<file path="config.mk">
export PLATFORM = sky130hd
export DESIGN_NAME = etm_timer
export DESIGN_NICKNAME = d
export VERILOG_FILES = /design/src/hdl/etm_pkg.sv /design/src/hdl/etm_timer.sv
export SDC_FILE = /design/constraint.sdc
export NUM_CORES = 1
export LEC_CHECK = 0
export ABC_AREA = 1
export BUFFER_PORTS_ARGS = -buffer_cell sky130_fd_sc_hd__buf_2
export CELL_PAD_IN_SITES_DETAIL_PLACEMENT = 1
export CELL_PAD_IN_SITES_GLOBAL_PLACEMENT = 1
export CORE_UTILIZATION = 42
export DETAILED_ROUTE_END_ITERATION = 10
export PLACE_DENSITY_LB_ADDON = 0.25
export SYNTH_ARGS = -nofsm -noshare
export SYNTH_HDL_FRONTEND = slang
export SYNTH_SLANG_ARGS = --single-unit
export TNS_END_PERCENT = 100
</file>
<file path="constraint.sdc">
create_clock -name ref_clk -period 2.1 [get_ports ref_clk]
set_input_delay 0.42 -clock ref_clk [delete_from_list [all_inputs] [get_ports ref_clk]]
set_output_delay 0.42 -clock ref_clk [all_outputs]
set_load 0.05 [all_outputs]
</file>
<file path="src/hdl/etm_pkg.sv">
// Constants, register map and encodings of the event-triggered timer
package etm_pkg;

  // ==========================================================
  // Register bus
  localparam int DATA_W = 32;
  localparam int ADDR_W = 6;
  localparam logic [5:0] ADDR_CTRL_A = 6'h00;
  localparam logic [5:0] ADDR_CONTROL_B = 6'h04;
  localparam logic [5:0] ADDR_EVENT_CONTROL = 6'h08;
  localparam logic [5:0] ADDR_INT_ENABLE = 6'h0c;
  localparam logic [5:0] ADDR_INT_STATUS = 6'h10;
  localparam logic [5:0] ADDR_INT_CLEAR = 6'h14;
  localparam logic [5:0] ADDR_STATUS = 6'h18;
  localparam logic [5:0] ADDR_COUNT = 6'h1c;
  localparam logic [5:0] ADDR_COMPARE = 6'h20;

  // ==========================================================
  // Field positions
  localparam int CTRL_A_ENABLE_BIT = 0;
  localparam int CB_MODE_LSB = 0;
  localparam int CB_MODE_W = 3;
  localparam int CB_EVENT_RESPONSE_A_BIT = 6;
  localparam int EV_CAPT_BIT = 0;
  localparam int EV_EDGE_BIT = 4;
  localparam int STATUS_RUN_BIT = 0;
  localparam int INT_CAPT_BIT = 0;
  localparam int INT_DONE_BIT = 1;
  localparam int INT_W = 2;
  localparam int CNT_W = 16;

  // ==========================================================
  // Reset values
  localparam logic [7:0] CTRL_A_RST = 8'h00;
  localparam logic [7:0] CONTROL_B_RST = 8'h00;
  localparam logic [7:0] EVENT_CONTROL_RST = 8'h00;
  localparam logic [1:0] INT_RST = 2'h0;
  localparam logic [15:0] COUNT_RST = 16'h0000;
  localparam logic [15:0] COMPARE_RST = 16'h0000;
  localparam logic [15:0] BOTTOM = 16'h0000;
  localparam logic [15:0] TOP = 16'hffff;

  // ==========================================================
  // Timing: counter_clock derived from the peripheral clock
  localparam int PERIPHERAL_CLOCK_NS = 50;
  localparam int CNT_CLK_NS = 100;
  localparam int DIV_W = 4;
  localparam logic [3:0] CNT_DIV = 4'(CNT_CLK_NS / PERIPHERAL_CLOCK_NS);

  // ==========================================================
  // Encodings
  typedef enum logic [2:0] {
    MODE_PERIODIC = 3'h0,
    MODE_TIMEOUT = 3'h1,
    MODE_CAPT = 3'h2,
    MODE_FREQ = 3'h3,
    MODE_PW = 3'h4,
    MODE_FRQPW = 3'h5,
    MODE_SINGLE = 3'h6,
    MODE_PWM8 = 3'h7
  } etm_mode_e;

  typedef enum logic [1:0] {
    ST_IDLE = 2'h0,
    ST_RUN = 2'h1,
    ST_HOLD = 2'h2
  } etm_state_e;

  typedef enum logic [1:0] {
    PH_WAIT = 2'h0,
    PH_HIGH = 2'h1,
    PH_LOW = 2'h2
  } etm_phase_e;

endpackage

</file>
<file path="src/hdl/etm_timer.sv">
// Event-triggered 16-bit timer with Avalon-MM registers
// What this block does
// - Single-shot: a qualifying edge while stopped gives one pulse of compare_value + 1 counter_clock ticks.
// - Single-shot, counter stopped: waveform output held low unless event_response_a sets it on an edge.
// - Trigger clears the count, counts up from bottom, output high meanwhile.
// - Status bit counter_running shows whether the counter is counting.
// - On compare match: stop, low for a counter_clock tick, events ignored.
// - New trigger raises output exactly two peripheral_clock cycles later.
// - Edge select 1: either edge starts; edge select 0: rising edges only.
// - Enable or edge-select change self-starts; top in count prevents it.
// - Switching to single-shot with edge select 1 while enabled self-starts too; top in count prevents it.
// - event_response_a: edge sets output now; count starts two cycles later.
// - Inactive edges, both edges in periodic mode included, are ignored.
// - Timeout check: selected edge starts counter, opposite edge stops it.
// - Capture mode: selected edge captures and interrupts; other ignored.
// - Frequency: selected edge captures, clears, restarts and interrupts.
// - Pulse width: selected edge restarts; opposite captures and interrupts.
// - Frequency and width: clear, then capture, then stop and interrupt.
`timescale 1ns/100ps
module etm_timer (
  input wire logic ref_clk,
  input wire logic rst_n,
  input wire logic [5:0] avs_address,
  input wire logic avs_read,
  input wire logic avs_write,
  input wire logic [31:0] avs_writedata,
  input wire logic [3:0] avs_byteenable,
  output logic [31:0] avs_readdata,
  output logic avs_waitrequest,
  input wire logic event_in,
  output logic wave_out,
  output logic irq
);

  // ==========================================================
  // Register bus slave
  logic [7:0] ctrl_a_reg, ctrl_a_next;
  logic [7:0] control_b_reg, control_b_next;
  logic [7:0] event_control_reg, event_control_next;
  logic [1:0] int_enable_reg, int_enable_next;
  logic [1:0] int_status_reg, int_status_next;
  logic rd_done_reg, rd_done_next;
  logic [31:0] rdata_reg, rdata_next;
  logic [15:0] count_reg, count_next;
  logic [15:0] compare_reg, compare_next;
  logic run_reg, run_next;
  logic wave_reg, wave_next;
  logic capt_set, done_set;
  logic wr_count, wr_compare;
  logic [15:0] wdata16;

  logic en, edge_sel, event_response_a_en, capt_en;
  etm_pkg::etm_mode_e mode;
  assign en = ctrl_a_reg[etm_pkg::CTRL_A_ENABLE_BIT];
  assign mode = etm_pkg::etm_mode_e'(control_b_reg[etm_pkg::CB_MODE_LSB +:
                                          etm_pkg::CB_MODE_W]);
  assign event_response_a_en = control_b_reg[etm_pkg::CB_EVENT_RESPONSE_A_BIT];
  assign edge_sel = event_control_reg[etm_pkg::EV_EDGE_BIT];
  assign capt_en = event_control_reg[etm_pkg::EV_CAPT_BIT];

  // Reads take one wait cycle so read data always comes from a flop
  assign avs_waitrequest = avs_read && !rd_done_reg;
  assign avs_readdata = rdata_reg;
  assign wr_count = avs_write && (avs_address == etm_pkg::ADDR_COUNT);
  assign wr_compare = avs_write && (avs_address == etm_pkg::ADDR_COMPARE);
  assign wdata16 = avs_writedata[15:0];

  function automatic logic [15:0] merge16(input logic [15:0] old,
                                          input logic [15:0] nw,
                                          input logic [1:0] be);
    merge16 = {be[1] ? nw[15:8] : old[15:8], be[0] ? nw[7:0] : old[7:0]};
  endfunction

  always_comb begin
    ctrl_a_next = ctrl_a_reg;
    control_b_next = control_b_reg;
    event_control_next = event_control_reg;
    int_enable_next = int_enable_reg;
    int_status_next = int_status_reg;
    rd_done_next = avs_read && !rd_done_reg;
    rdata_next = rdata_reg;
    if (avs_write && avs_byteenable[0]) begin
      unique case (avs_address)
        etm_pkg::ADDR_CTRL_A: ctrl_a_next = avs_writedata[7:0];
        etm_pkg::ADDR_CONTROL_B: control_b_next = avs_writedata[7:0];
        etm_pkg::ADDR_EVENT_CONTROL: event_control_next = avs_writedata[7:0];
        etm_pkg::ADDR_INT_ENABLE: int_enable_next = avs_writedata[1:0];
        etm_pkg::ADDR_INT_CLEAR:
          int_status_next = int_status_reg & ~avs_writedata[1:0];
        default: ;
      endcase
    end
    // A new event wins over a clear in the same cycle
    int_status_next[etm_pkg::INT_CAPT_BIT] =
      int_status_next[etm_pkg::INT_CAPT_BIT] | capt_set;
    int_status_next[etm_pkg::INT_DONE_BIT] =
      int_status_next[etm_pkg::INT_DONE_BIT] | done_set;
    if (avs_read && !rd_done_reg) begin
      unique case (avs_address)
        etm_pkg::ADDR_CTRL_A: rdata_next = {24'h000000, ctrl_a_reg};
        etm_pkg::ADDR_CONTROL_B: rdata_next = {24'h000000, control_b_reg};
        etm_pkg::ADDR_EVENT_CONTROL:
          rdata_next = {24'h000000, event_control_reg};
        etm_pkg::ADDR_INT_ENABLE: rdata_next = {30'h00000000, int_enable_reg};
        etm_pkg::ADDR_INT_STATUS: rdata_next = {30'h00000000, int_status_reg};
        etm_pkg::ADDR_STATUS: rdata_next = {31'h00000000, run_reg};
        etm_pkg::ADDR_COUNT: rdata_next = {16'h0000, count_reg};
        etm_pkg::ADDR_COMPARE: rdata_next = {16'h0000, compare_reg};
        default: rdata_next = 32'h00000000;
      endcase
    end
  end

  always_ff @(posedge ref_clk or negedge rst_n) begin
    if (!rst_n) begin
      ctrl_a_reg <= etm_pkg::CTRL_A_RST;
      control_b_reg <= etm_pkg::CONTROL_B_RST;
      event_control_reg <= etm_pkg::EVENT_CONTROL_RST;
      int_enable_reg <= etm_pkg::INT_RST;
      int_status_reg <= etm_pkg::INT_RST;
      rd_done_reg <= 1'b0;
      rdata_reg <= 32'h00000000;
    end else begin
      ctrl_a_reg <= ctrl_a_next;
      control_b_reg <= control_b_next;
      event_control_reg <= event_control_next;
      int_enable_reg <= int_enable_next;
      int_status_reg <= int_status_next;
      rd_done_reg <= rd_done_next;
      rdata_reg <= rdata_next;
    end
  end

  assign irq = |(int_status_reg & int_enable_reg);

  // ==========================================================
  // Event synchroniser, edge detect and counter_clock divider
  logic ev_s1, ev_s2, ev_s3;
  logic [3:0] div_reg, div_next;
  logic cnt_tick, pos_ev, neg_ev, go_ev, stop_ev, ss_trig;

  always_comb begin
    div_next = 4'h0;
    if (en && div_reg != etm_pkg::CNT_DIV - 4'h1) begin
      div_next = div_reg + 4'h1;
    end
  end

  always_ff @(posedge ref_clk or negedge rst_n) begin
    if (!rst_n) begin
      ev_s1 <= 1'b0;
      ev_s2 <= 1'b0;
      ev_s3 <= 1'b0;
      div_reg <= 4'h0;
    end else begin
      ev_s1 <= event_in;
      ev_s2 <= ev_s1;
      ev_s3 <= ev_s2;
      div_reg <= div_next;
    end
  end

  assign cnt_tick = en && (div_reg == etm_pkg::CNT_DIV - 4'h1);
  assign pos_ev = en && capt_en && ev_s2 && !ev_s3;
  assign neg_ev = en && capt_en && !ev_s2 && ev_s3;
  assign go_ev = edge_sel ? neg_ev : pos_ev;
  assign stop_ev = edge_sel ? pos_ev : neg_ev;
  assign ss_trig = pos_ev || (edge_sel && neg_ev);

  // ==========================================================
  // Timer core
  etm_pkg::etm_state_e state_reg, state_next;
  etm_pkg::etm_phase_e phase_reg, phase_next;
  logic en_q, edge_q, ss_q, self_start, ss_mode, match;

  assign ss_mode = (mode == etm_pkg::MODE_SINGLE);
  assign match = (count_reg == compare_reg);
  // Self-start quirk kept on purpose; top in the count masks it
  assign self_start = ss_mode && en && (count_reg != etm_pkg::TOP) &&
    (!en_q || (edge_sel != edge_q) || (!ss_q && edge_sel));

  always_comb begin
    state_next = etm_pkg::ST_IDLE;
    phase_next = phase_reg;
    count_next = count_reg;
    compare_next = compare_reg;
    run_next = run_reg;
    wave_next = 1'b0;
    capt_set = 1'b0;
    done_set = 1'b0;
    if (cnt_tick && run_reg) begin
      count_next = count_reg + 16'h0001;
    end
    if (!en) begin
      run_next = 1'b0;
      phase_next = etm_pkg::PH_WAIT;
    end else begin
      unique case (mode)
        etm_pkg::MODE_PERIODIC, etm_pkg::MODE_PWM8: begin
          // Events never reach this mode
          run_next = 1'b1;
          if (cnt_tick && match) begin
            count_next = etm_pkg::BOTTOM;
            capt_set = 1'b1;
          end
        end
        etm_pkg::MODE_TIMEOUT: begin
          if (go_ev) begin
            run_next = 1'b1;
            count_next = etm_pkg::BOTTOM;
          end else if (stop_ev) begin
            run_next = 1'b0;
          end
          if (run_reg && cnt_tick && match) begin
            capt_set = 1'b1;
          end
        end
        etm_pkg::MODE_CAPT: begin
          run_next = 1'b1;
          if (go_ev) begin
            compare_next = count_reg;
            capt_set = 1'b1;
          end
        end
        etm_pkg::MODE_FREQ: begin
          run_next = 1'b1;
          if (go_ev) begin
            compare_next = count_reg;
            count_next = etm_pkg::BOTTOM;
            capt_set = 1'b1;
          end
        end
        etm_pkg::MODE_PW: begin
          run_next = 1'b1;
          if (go_ev) begin
            count_next = etm_pkg::BOTTOM;
          end else if (stop_ev) begin
            compare_next = count_reg;
            capt_set = 1'b1;
          end
        end
        etm_pkg::MODE_FRQPW: begin
          unique case (phase_reg)
            etm_pkg::PH_WAIT: if (go_ev) begin
              count_next = etm_pkg::BOTTOM;
              run_next = 1'b1;
              phase_next = etm_pkg::PH_HIGH;
            end
            etm_pkg::PH_HIGH: if (stop_ev) begin
              compare_next = count_reg;
              phase_next = etm_pkg::PH_LOW;
            end
            etm_pkg::PH_LOW: if (go_ev) begin
              run_next = 1'b0;
              capt_set = 1'b1;
              phase_next = etm_pkg::PH_WAIT;
            end
            default: phase_next = etm_pkg::PH_WAIT;
          endcase
        end
        etm_pkg::MODE_SINGLE: begin
          state_next = state_reg;
          unique case (state_reg)
            etm_pkg::ST_IDLE: begin
              run_next = 1'b0;
              if (ss_trig || self_start) begin
                state_next = etm_pkg::ST_RUN;
                run_next = 1'b1;
                wave_next = 1'b1;
                if (ss_trig) begin
                  count_next = etm_pkg::BOTTOM;
                end
              end
            end
            etm_pkg::ST_RUN: begin
              wave_next = 1'b1;
              if (cnt_tick && match) begin
                state_next = etm_pkg::ST_HOLD;
                run_next = 1'b0;
                wave_next = 1'b0;
                count_next = count_reg;
                done_set = 1'b1;
              end
            end
            etm_pkg::ST_HOLD: begin
              // Low until the next counter tick; events dropped meanwhile
              if (cnt_tick) begin
                state_next = etm_pkg::ST_IDLE;
              end
            end
            default: state_next = etm_pkg::ST_IDLE;
          endcase
        end
        default: ;
      endcase
    end
    if (mode != etm_pkg::MODE_FRQPW) begin
      phase_next = etm_pkg::PH_WAIT;
    end
    if (wr_count) begin
      count_next = merge16(count_reg, wdata16, avs_byteenable[1:0]);
    end
    if (wr_compare) begin
      compare_next = merge16(compare_reg, wdata16, avs_byteenable[1:0]);
    end
  end

  always_ff @(posedge ref_clk or negedge rst_n) begin
    if (!rst_n) begin
      state_reg <= etm_pkg::ST_IDLE;
      phase_reg <= etm_pkg::PH_WAIT;
      count_reg <= etm_pkg::COUNT_RST;
      compare_reg <= etm_pkg::COMPARE_RST;
      run_reg <= 1'b0;
      wave_reg <= 1'b0;
      en_q <= 1'b0;
      edge_q <= 1'b0;
      ss_q <= 1'b0;
    end else begin
      state_reg <= state_next;
      phase_reg <= phase_next;
      count_reg <= count_next;
      compare_reg <= compare_next;
      run_reg <= run_next;
      wave_reg <= wave_next;
      en_q <= en;
      edge_q <= edge_sel;
      ss_q <= ss_mode;
    end
  end

  // Unsynchronised path: the pin sets the output and holds it until the
  // registered output takes over; event line glitches reach the pin too
  logic event_response_a_set;
  assign event_response_a_set = event_response_a_en && ss_mode && en && capt_en &&
    (state_reg == etm_pkg::ST_IDLE) && (event_in != ev_s3) &&
    (edge_sel || event_in);
  assign wave_out = wave_reg || event_response_a_set;
endmodule

</file>
==> results of run 1 <==
## critical path, delay by kind of cell (launching register included)
family,cells,cell delay [ns]
flip-flops,1,0.39
buffers and inverters,3,0.30
AND/OR/NAND/NOR,4,0.48
AO/OA/AOI/OAI,1,0.19
## worst max path at each step
stage	endpoint	slack [ns]	cells after the start
after floorplan	wave_out	0.25	7
after global placement	count_reg[5]$_DFFE_PN0P_	0.15	13
after detailed placement	compare_reg[6]$_DFFE_PN0P_	0.04	13
after CTS	wave_out	-0.02	8
after global routing	wave_out	-0.1	8
final	wave_out	-0.03	8
## kinds of logic (layout without fill, tap and decap cells)
group	Yosys count	count (layout)	synth area share (%)
buffers and inverters	128	200	10.32
xor gates and xnor gates	14	14	2.121
other	1	16	0.06486
DFF	93	93	40.25
and+or+nand+nor	429	430	33.04
AOI/OAI and AO/OA	122	122	13.55
adders and majority gates	3	3	0.6493
## layout make-up
class                           instances  area [µm²]
Multi-Input combinational cell        585        2968
Inverter                               93       365.4
Fill cell                            1747        6516
Clock buffer                           10       239.0
Tap cell                              176       220.2
Clock inverter                          6       71.32
Timing Repair Buffer                   91       628.1
Sequential cell                        93        2340
## layer usage
metal | vias to the layer above | track usage [%] | wire [µm]
met1 | 2823 | 36.63 | 8326
met2 | 169 | 46.29 | 9622
met4 | 0 | 11.33 | 563
li1 | 2645 | - | -
met5 | - | 0 | 0
met3 | 38 | 4.646 | 976
## per-stage QoR
stage	utilization [%]	total power [mW]
after CTS	50.27	5.301
after global placement	47.40	3.441
final	51.18	5.326
after detailed placement	47.40	3.535
after floorplan	-	3.175
after global routing	51.18	5.608
## report_power, final
part	switching [mW]	leakage [nW]	internal, mW
registers	0.238	1.20	2.04
logic	0.844	2.14	0.447
clock network	0.787	0.151	0.967
total	1.87	3.50	3.46
## layout by cell type (no fill, tap or decap), types with 3 or more instances in the layout
cell type  instances
a211oi_1           3
a21oi_1            6
buf_12             4
buf_2             45
buf_4             41
clkbuf_16          9
clkinv_1           3
conb_1            16
dfrtp_1           83
dfrtp_2           10
ha_1               3
inv_1             60
inv_2             26
nand2_1          293
nand2_2           12
nand2_4            4
nand3_1           30
nand3_2           13
nand4_1            7
nor2_1            43
nor2_2             8
nor2_4             4
nor3_1             8
o2111ai_1          3
o21ai_0           62
o21ai_1            5
o21ai_2           16
o22ai_1           13
xor2_1            12
## cell usage after synthesis (all sizes together)
| master | instances |
|---|---|
| o22ai | 13 |
| xnor2 | 2 |
| a31oi | 1 |
| conb | 1 |
| ha | 3 |
| clkinv | 4 |
| dfrtp | 93 |
| a22oi | 1 |
| inv | 89 |
| buf | 26 |
| xor2 | 12 |
| a211oi | 3 |
| nor3 | 12 |
| a22o | 1 |
| o211ai | 4 |
| a21oi | 7 |
| nor2 | 56 |
| o31ai | 1 |
| nand3 | 45 |
| nand4 | 8 |
| clkbuf | 9 |
| o221ai | 1 |
| o2111ai | 3 |
| a31o | 1 |
| o21ai | 85 |
| o21bai | 1 |
| nand2 | 308 |
## what timing repair did
item | in CTS | in global routing
pin swaps | 3 | 6
hold endpoints to repair | 0 | 0
gates cloned | 0 | 1
endpoints found under the setup margin | 2 | 17
buffers inserted | 7 | 7
resized for setup | 7 | 18
==> run_results.csv, run 1 <==
group,metric,value,unit
outcome,status,"finished with violations",
outcome,violations,"negative setup slack",
timing,rsz0062_at_grt,"yes",
critical_path,cp_slowest_cell,"dfrtp_1",
critical_path,ff2ff_path_depth,12,
route,wl_per_cell,18.49,µm
route,viasPerCell,5.384,
yosys,ys_seq_area_share,40.25,%
min_path,min_path_type,"primary input to async pin",
timing,worst_slack,-0.02582,ns
yosys,avgSynthCellArea,7.319,µm²
critical_path,crit_required,1.68,ns
yosys,yosys_warnings,0,
floorplanning,ios,82,
route,antenna_left,0,
clock_tree,root_buffer,"clkbuf_16",
layout,drive_above_1_share,24.94,%
global_route,grt_pass1_wl,30.65,mm
power,power_leakage,3.499,nW
critical_path,arrival,1.71,ns
critical_path,crit_chain,"inv_2 -> nor3_4 -> nand2_2 -> inv_2 -> nand2_4 -> nor3_4 -> a31o_2 -> buf_8",
place,dp.cells,1023,
yosys,synth_cell_type_count,48,
clock_tree,clk_pin_slew,0.07,ns
route,drt_iter0_drc,283,
critical_path,r2r_slack,0.02,ns
layout,area_delta_synth_final,18.16,%
layout,stdcell_area,6832,µm²
timing,final_hold_viol_count,0,
global_route,antenna_found_initial,0,
clock_tree,clk_latency,0.36,ns
timing,fmax,0.4704,GHz
place,place.gp.congestion,0.8660,
yosys,synth_area_leaders,"dfrtp_1 (40%), nand2_1 (19%), o21ai_0 (5.4%)",
critical_path,cpPeakStageDelay,0.39,ns
global_route,grt_pass1_vias,5906,
floorplanning,core,13350,µm²
global_route,grt_max_degree,94,
critical_path,worstPathMaxFanout,2,
power,power_density,779.6,nW/µm²
timing,worst_pin_slew,0.6098,ns
route,vias,5675,
flow_run,max-cap-violations,0,
timing,skew,0.006867,ns
critical_path,path_class,"flop to output pin",
layout,layout.nets,923,
global_route,grt_overflow,0,
route,drc,0,
yosys,syn_area,5782,µm²
clock_tree,cts_sinks,93,
yosys,synthCells,790,
clock_tree,tritoncts,"done",
floorplanning,fp.dieArea,14240,µm²
critical_path,cp-start-kind,"flop",
timing,period_needed,2.126,ns
global_route,track_usage,28.08,%
place,port_buffers,47,
timing,finalSetupViolCount,1,
place,place_hpwl,13.44,mm
critical_path,critPathCaptureType,"output pin",
layout,antenna_cells,0,
place,post_dp_cell_area,6327,µm²
clock_tree,cts_hold_buf,0,
yosys,synth_area_leader_cell,"dfrtp_1",
timing,max-slew-margin-rel,59.09,%
timing,tns,-0.02582,ns
route,routed_wl,19.49,mm
yosys,yosysTopAreaCellShare,40.25,%
clock_tree,cts_made_buffers,9,
critical_path,r2r-end,"count_reg[2]$_DFFE_PN0P_",
timing,final.period_utilization,101.2,%
place,pre_cts_ws,0.03734,ns
power,peakVddDrop,0.3838,mV
layout,fin_cells,1054,
critical_path,reg2reg_from,"control_b_reg[2]$_DFFE_PN0P_",
yosys,ys_ff_latch,93,
floorplanning,initial_utilization,43.32,%
clock_tree,cts_buffer_depth,2,
route,dr.pass1.iters,4,
floorplanning,dieHeight,119.3,µm
clock_tree,ctsHtreeMaxLevel,3,
timing,timing.hold.ws,0.1233,ns
timing,final_max_slew_viol_count,0,
critical_path,cp-startpoint,"control_b_reg[2]$_DFFE_PN0P_",
floorplanning,die_w,119.3,µm
floorplanning,rows,42,
(Power assumes the default switching activity.)
==> run 2: changes to the inputs <==
Settings changed: ABC_AREA 1 to default, CORE_UTILIZATION 42 to 44.
==> run_results.csv, run 2 <==
group,metric,value,unit
outcome,status,"finished with violations",
outcome,violations,"design-rule violations, negative setup slack",
clock_tree,ctsHtreeMaxLevel,3,
power,power_density,762.2,nW/µm²
critical_path,r2r-end,"count_reg[1]$_DFFE_PN0P_",
power,p_clk_share,33.6,%
layout,mostFrequentLayoutCells,"buf_4 (122), dfrtp_1 (93), buf_2 (45), nand2_1 (44), mux2_2 (40)",
clock_tree,cts_buffer_depth,2,
timing,final.period_utilization,125.3,%
clock_tree,cts_hold_buf,0,
floorplanning,dieHeight,112.2,µm
route,drt_iter0_drc,402,
timing,rsz0062_at_grt,"yes",
clock_tree,clk_pin_slew,0.08,ns
global_route,busiest_layer,"met2",
power,switching_share,32.84,%
yosys,synth.most_common_cell,"dfrtp_1",
min_path,min_path_type,"primary input to async pin",
place,place_hpwl,13.21,mm
critical_path,cp-start-kind,"flop",
route,drc,8,
layout,antenna_cells,0,
yosys,synth_area_leaders,"dfrtp_1 (44%), mux2_2 (12%), nand2_1 (3.3%)",
yosys,syn_area,5341,µm²
timing,skew,0.01271,ns
yosys,synthTopCellsByCount,"dfrtp_1 (93), mux2_2 (57), nand2_1 (47), nor2_1 (45), o21ai_0 (34)",
layout,fin_util,63.48,%
route,routed_wl,21.57,mm
power,peakVddDrop,0.5307,mV
timing,finalSetupViolCount,38,
layout,fillCellCount,1268,
route,vias,5300,
place,post_dp_cell_area,6484,µm²
timing,worst_slack,-0.5320,ns
timing,final_max_slew_viol_count,0,
yosys,synth_area_leader_cell,"dfrtp_1",
critical_path,cp_slowest_cell,"o32a_1",
layout,stdcell_area,7372,µm²
global_route,grt_max_degree,35,
critical_path,cpLargestDelayFamily,"compound AO/OA/AOI/OAI gates",
timing,worst_pin_slew,0.6887,ns
timing,fmax,0.3799,GHz
critical_path,cpPeakStageDelay,0.50,ns
yosys,synthCells,554,
yosys,yosysTopAreaCellShare,43.57,%
yosys,synth_cell_type_count,66,
critical_path,cp-startpoint,"count_reg[15]$_DFFE_PN0P_",
power,combPwrFrac,28.7,%
floorplanning,rows,39,
timing,final_hold_viol_count,0,
floorplanning,core,11610,µm²
global_route,track_usage,33.51,%
yosys,synth_edf_count,0,
power,p_seq_share,37.7,%
global_route,grt.met3_usage,6.263,%
timing,max-slew-margin-rel,54.09,%
yosys,avgSynthCellArea,9.641,µm²
global_route,met1_usage,41.51,%
yosys,async_flop_share,100.0,%
global_route,antenna_found_initial,0,
timing,period_needed,2.632,ns
clock_tree,root_buffer,"clkbuf_16",
critical_path,path_buf_inv,0,
yosys,ys.flop_type,"dfrtp_1",
critical_path,worstPathMaxFanout,3,
route,antenna_left,0,
floorplanning,initial_utilization,45.99,%
clock_tree,tritoncts,"done",
floorplanning,ios,82,
power,intPower,3.774,mW
route,viasPerCell,6.170,
clock_tree,cts_made_buffers,9,
route,dr.pass1.iters,9,
power,power_leakage,3.513,nW
critical_path,ff2ff_path_depth,7,
critical_path,reg2reg_from,"count_reg[15]$_DFFE_PN0P_",
critical_path,r2r_slack,-0.53,ns
critical_path,arrival,2.88,ns
critical_path,path_class,"flop to flop",
layout,final_common_cell,"buf_4",
global_route,use_met2,57.64,%
yosys,ys_seq_area_share,43.57,%
floorplanning,fp.dieArea,12580,µm²
global_route,grt_pass1_vias,5727,
clock_tree,cts_sinks,93,
global_route,grt_pass1_wl,31.90,mm
timing,timing.hold.ws,0.02932,ns
floorplanning,die_w,112.2,µm
layout,layout.nets,761,
critical_path,crit_required,2.35,ns
place,port_buffers,47,
power,p_sw,1.845,mW
critical_path,crit_chain,"xor2_2 -> nor4_2 -> nand3_1 -> o32a_1 -> o21a_4 -> a21o_1 -> a221o_1",
yosys,yosys_warnings,0,
layout,area_delta_synth_final,38.02,%
flow_run,max-cap-violations,0,
route,wl_per_cell,25.11,µm
layout,drive_above_1_share,43.99,%
place,place.gp.congestion,0.9093,
yosys,ys_ff_latch,93,
clock_tree,clk_latency,0.36,ns
critical_path,critPathCaptureType,"flop",
global_route,grt_overflow,0,
==> run 2: changes by cell type after synthesis, moves of 16 or more <==
| cell | delta |
|---|---|
| nand2_1 | -249 |
| o21ai_0 | -28 |
| inv_1 | -40 |
| o21ai_2 | -16 |
| mux2_2 | +57 |
| clkbuf_1 | +18 |
| inv_2 | -26 |
==> run 2: repair_timing <==
action                     in CTS  in global routing
pin swaps                      31                 24
gates cloned                    0                  0
gates resized for setup        61                 34
setup endpoints to repair      39                 39
setup buffers                  14                  8
==> run 2: kinds of logic (layout without fill, tap and decap cells) <==
kind of cell | count (synthesis) | count (layout) | share of synthesized area [%]
multiplexers | 69 | 69 | 14.50
other | 1 | 16 | 0.07021
AND/OR/NAND/NOR | 175 | 175 | 16.19
AO/OA/AOI/OAI | 124 | 124 | 15.46
XOR/XNOR | 18 | 18 | 2.951
buffers and inverters | 71 | 218 | 6.559
flip-flops | 93 | 93 | 43.57
adder cells (fa/ha/maj) | 3 | 3 | 0.7028
==> run 2: cell type report <==
type                       count  area (µm²)  area share [%]
clock inverter                 5       88.84           1.205
sequential                    93        2327           31.57
timing repair buffer         182        1328           18.01
tap                          143       178.9           2.427
multi-input combinational    405        3122           42.35
inverter                      20       75.07           1.018
clock buffer                  11       252.7           3.428
==> run 2: power by group through the flow <==
stage / registers, mW / clock network (mW) / logic [mW]
floorplan: 2.11 / 0 / 0.781
global placement: 2.11 / 0 / 1.26
detailed placement: 2.14 / 0 / 1.32
CTS: 2.11 / 1.89 / 1.47
global route: 2.14 / 1.95 / 1.68
finish: 2.12 / 1.89 / 1.61
==> run 2: routing by layer <==
layer  vias to the layer above  part of all wire (%)
li1                       2274                     -
met4                         0                   5.0
met1                      2659                    40
met5                         -                     0
met3                        86                   6.4
met2                       281                    49
==> run 2: worst max-delay path by stage <==
stage / endpoint / cells past startpoint / slack (ns)
global route: count_reg[13]$_DFFE_PN0P_ / 8 / -0.56
global placement: count_reg[15]$_DFFE_PN0P_ / 8 / -0.37
detailed placement: count_reg[15]$_DFFE_PN0P_ / 8 / -0.44
floorplan: count_reg[1]$_DFFE_PN0P_ / 9 / -0.44
CTS: count_reg[1]$_DFFE_PN0P_ / 7 / -0.41
finish: count_reg[1]$_DFFE_PN0P_ / 7 / -0.53
==> run 2: stage by stage <==
stage / worst slack (ns) / TNS, ns / power [mW] / std cells
floorplan: -0.4413 / -5.114 / 2.896 / 569
global placement: -0.3730 / -7.284 / 3.374 / 823
detailed placement: -0.4383 / -9.361 / 3.460 / 823
CTS: -0.4123 / -9.078 / 5.469 / 853
global route: -0.5564 / -12.80 / 5.763 / 859
finish: -0.5320 / -11.06 / 5.619 / 859
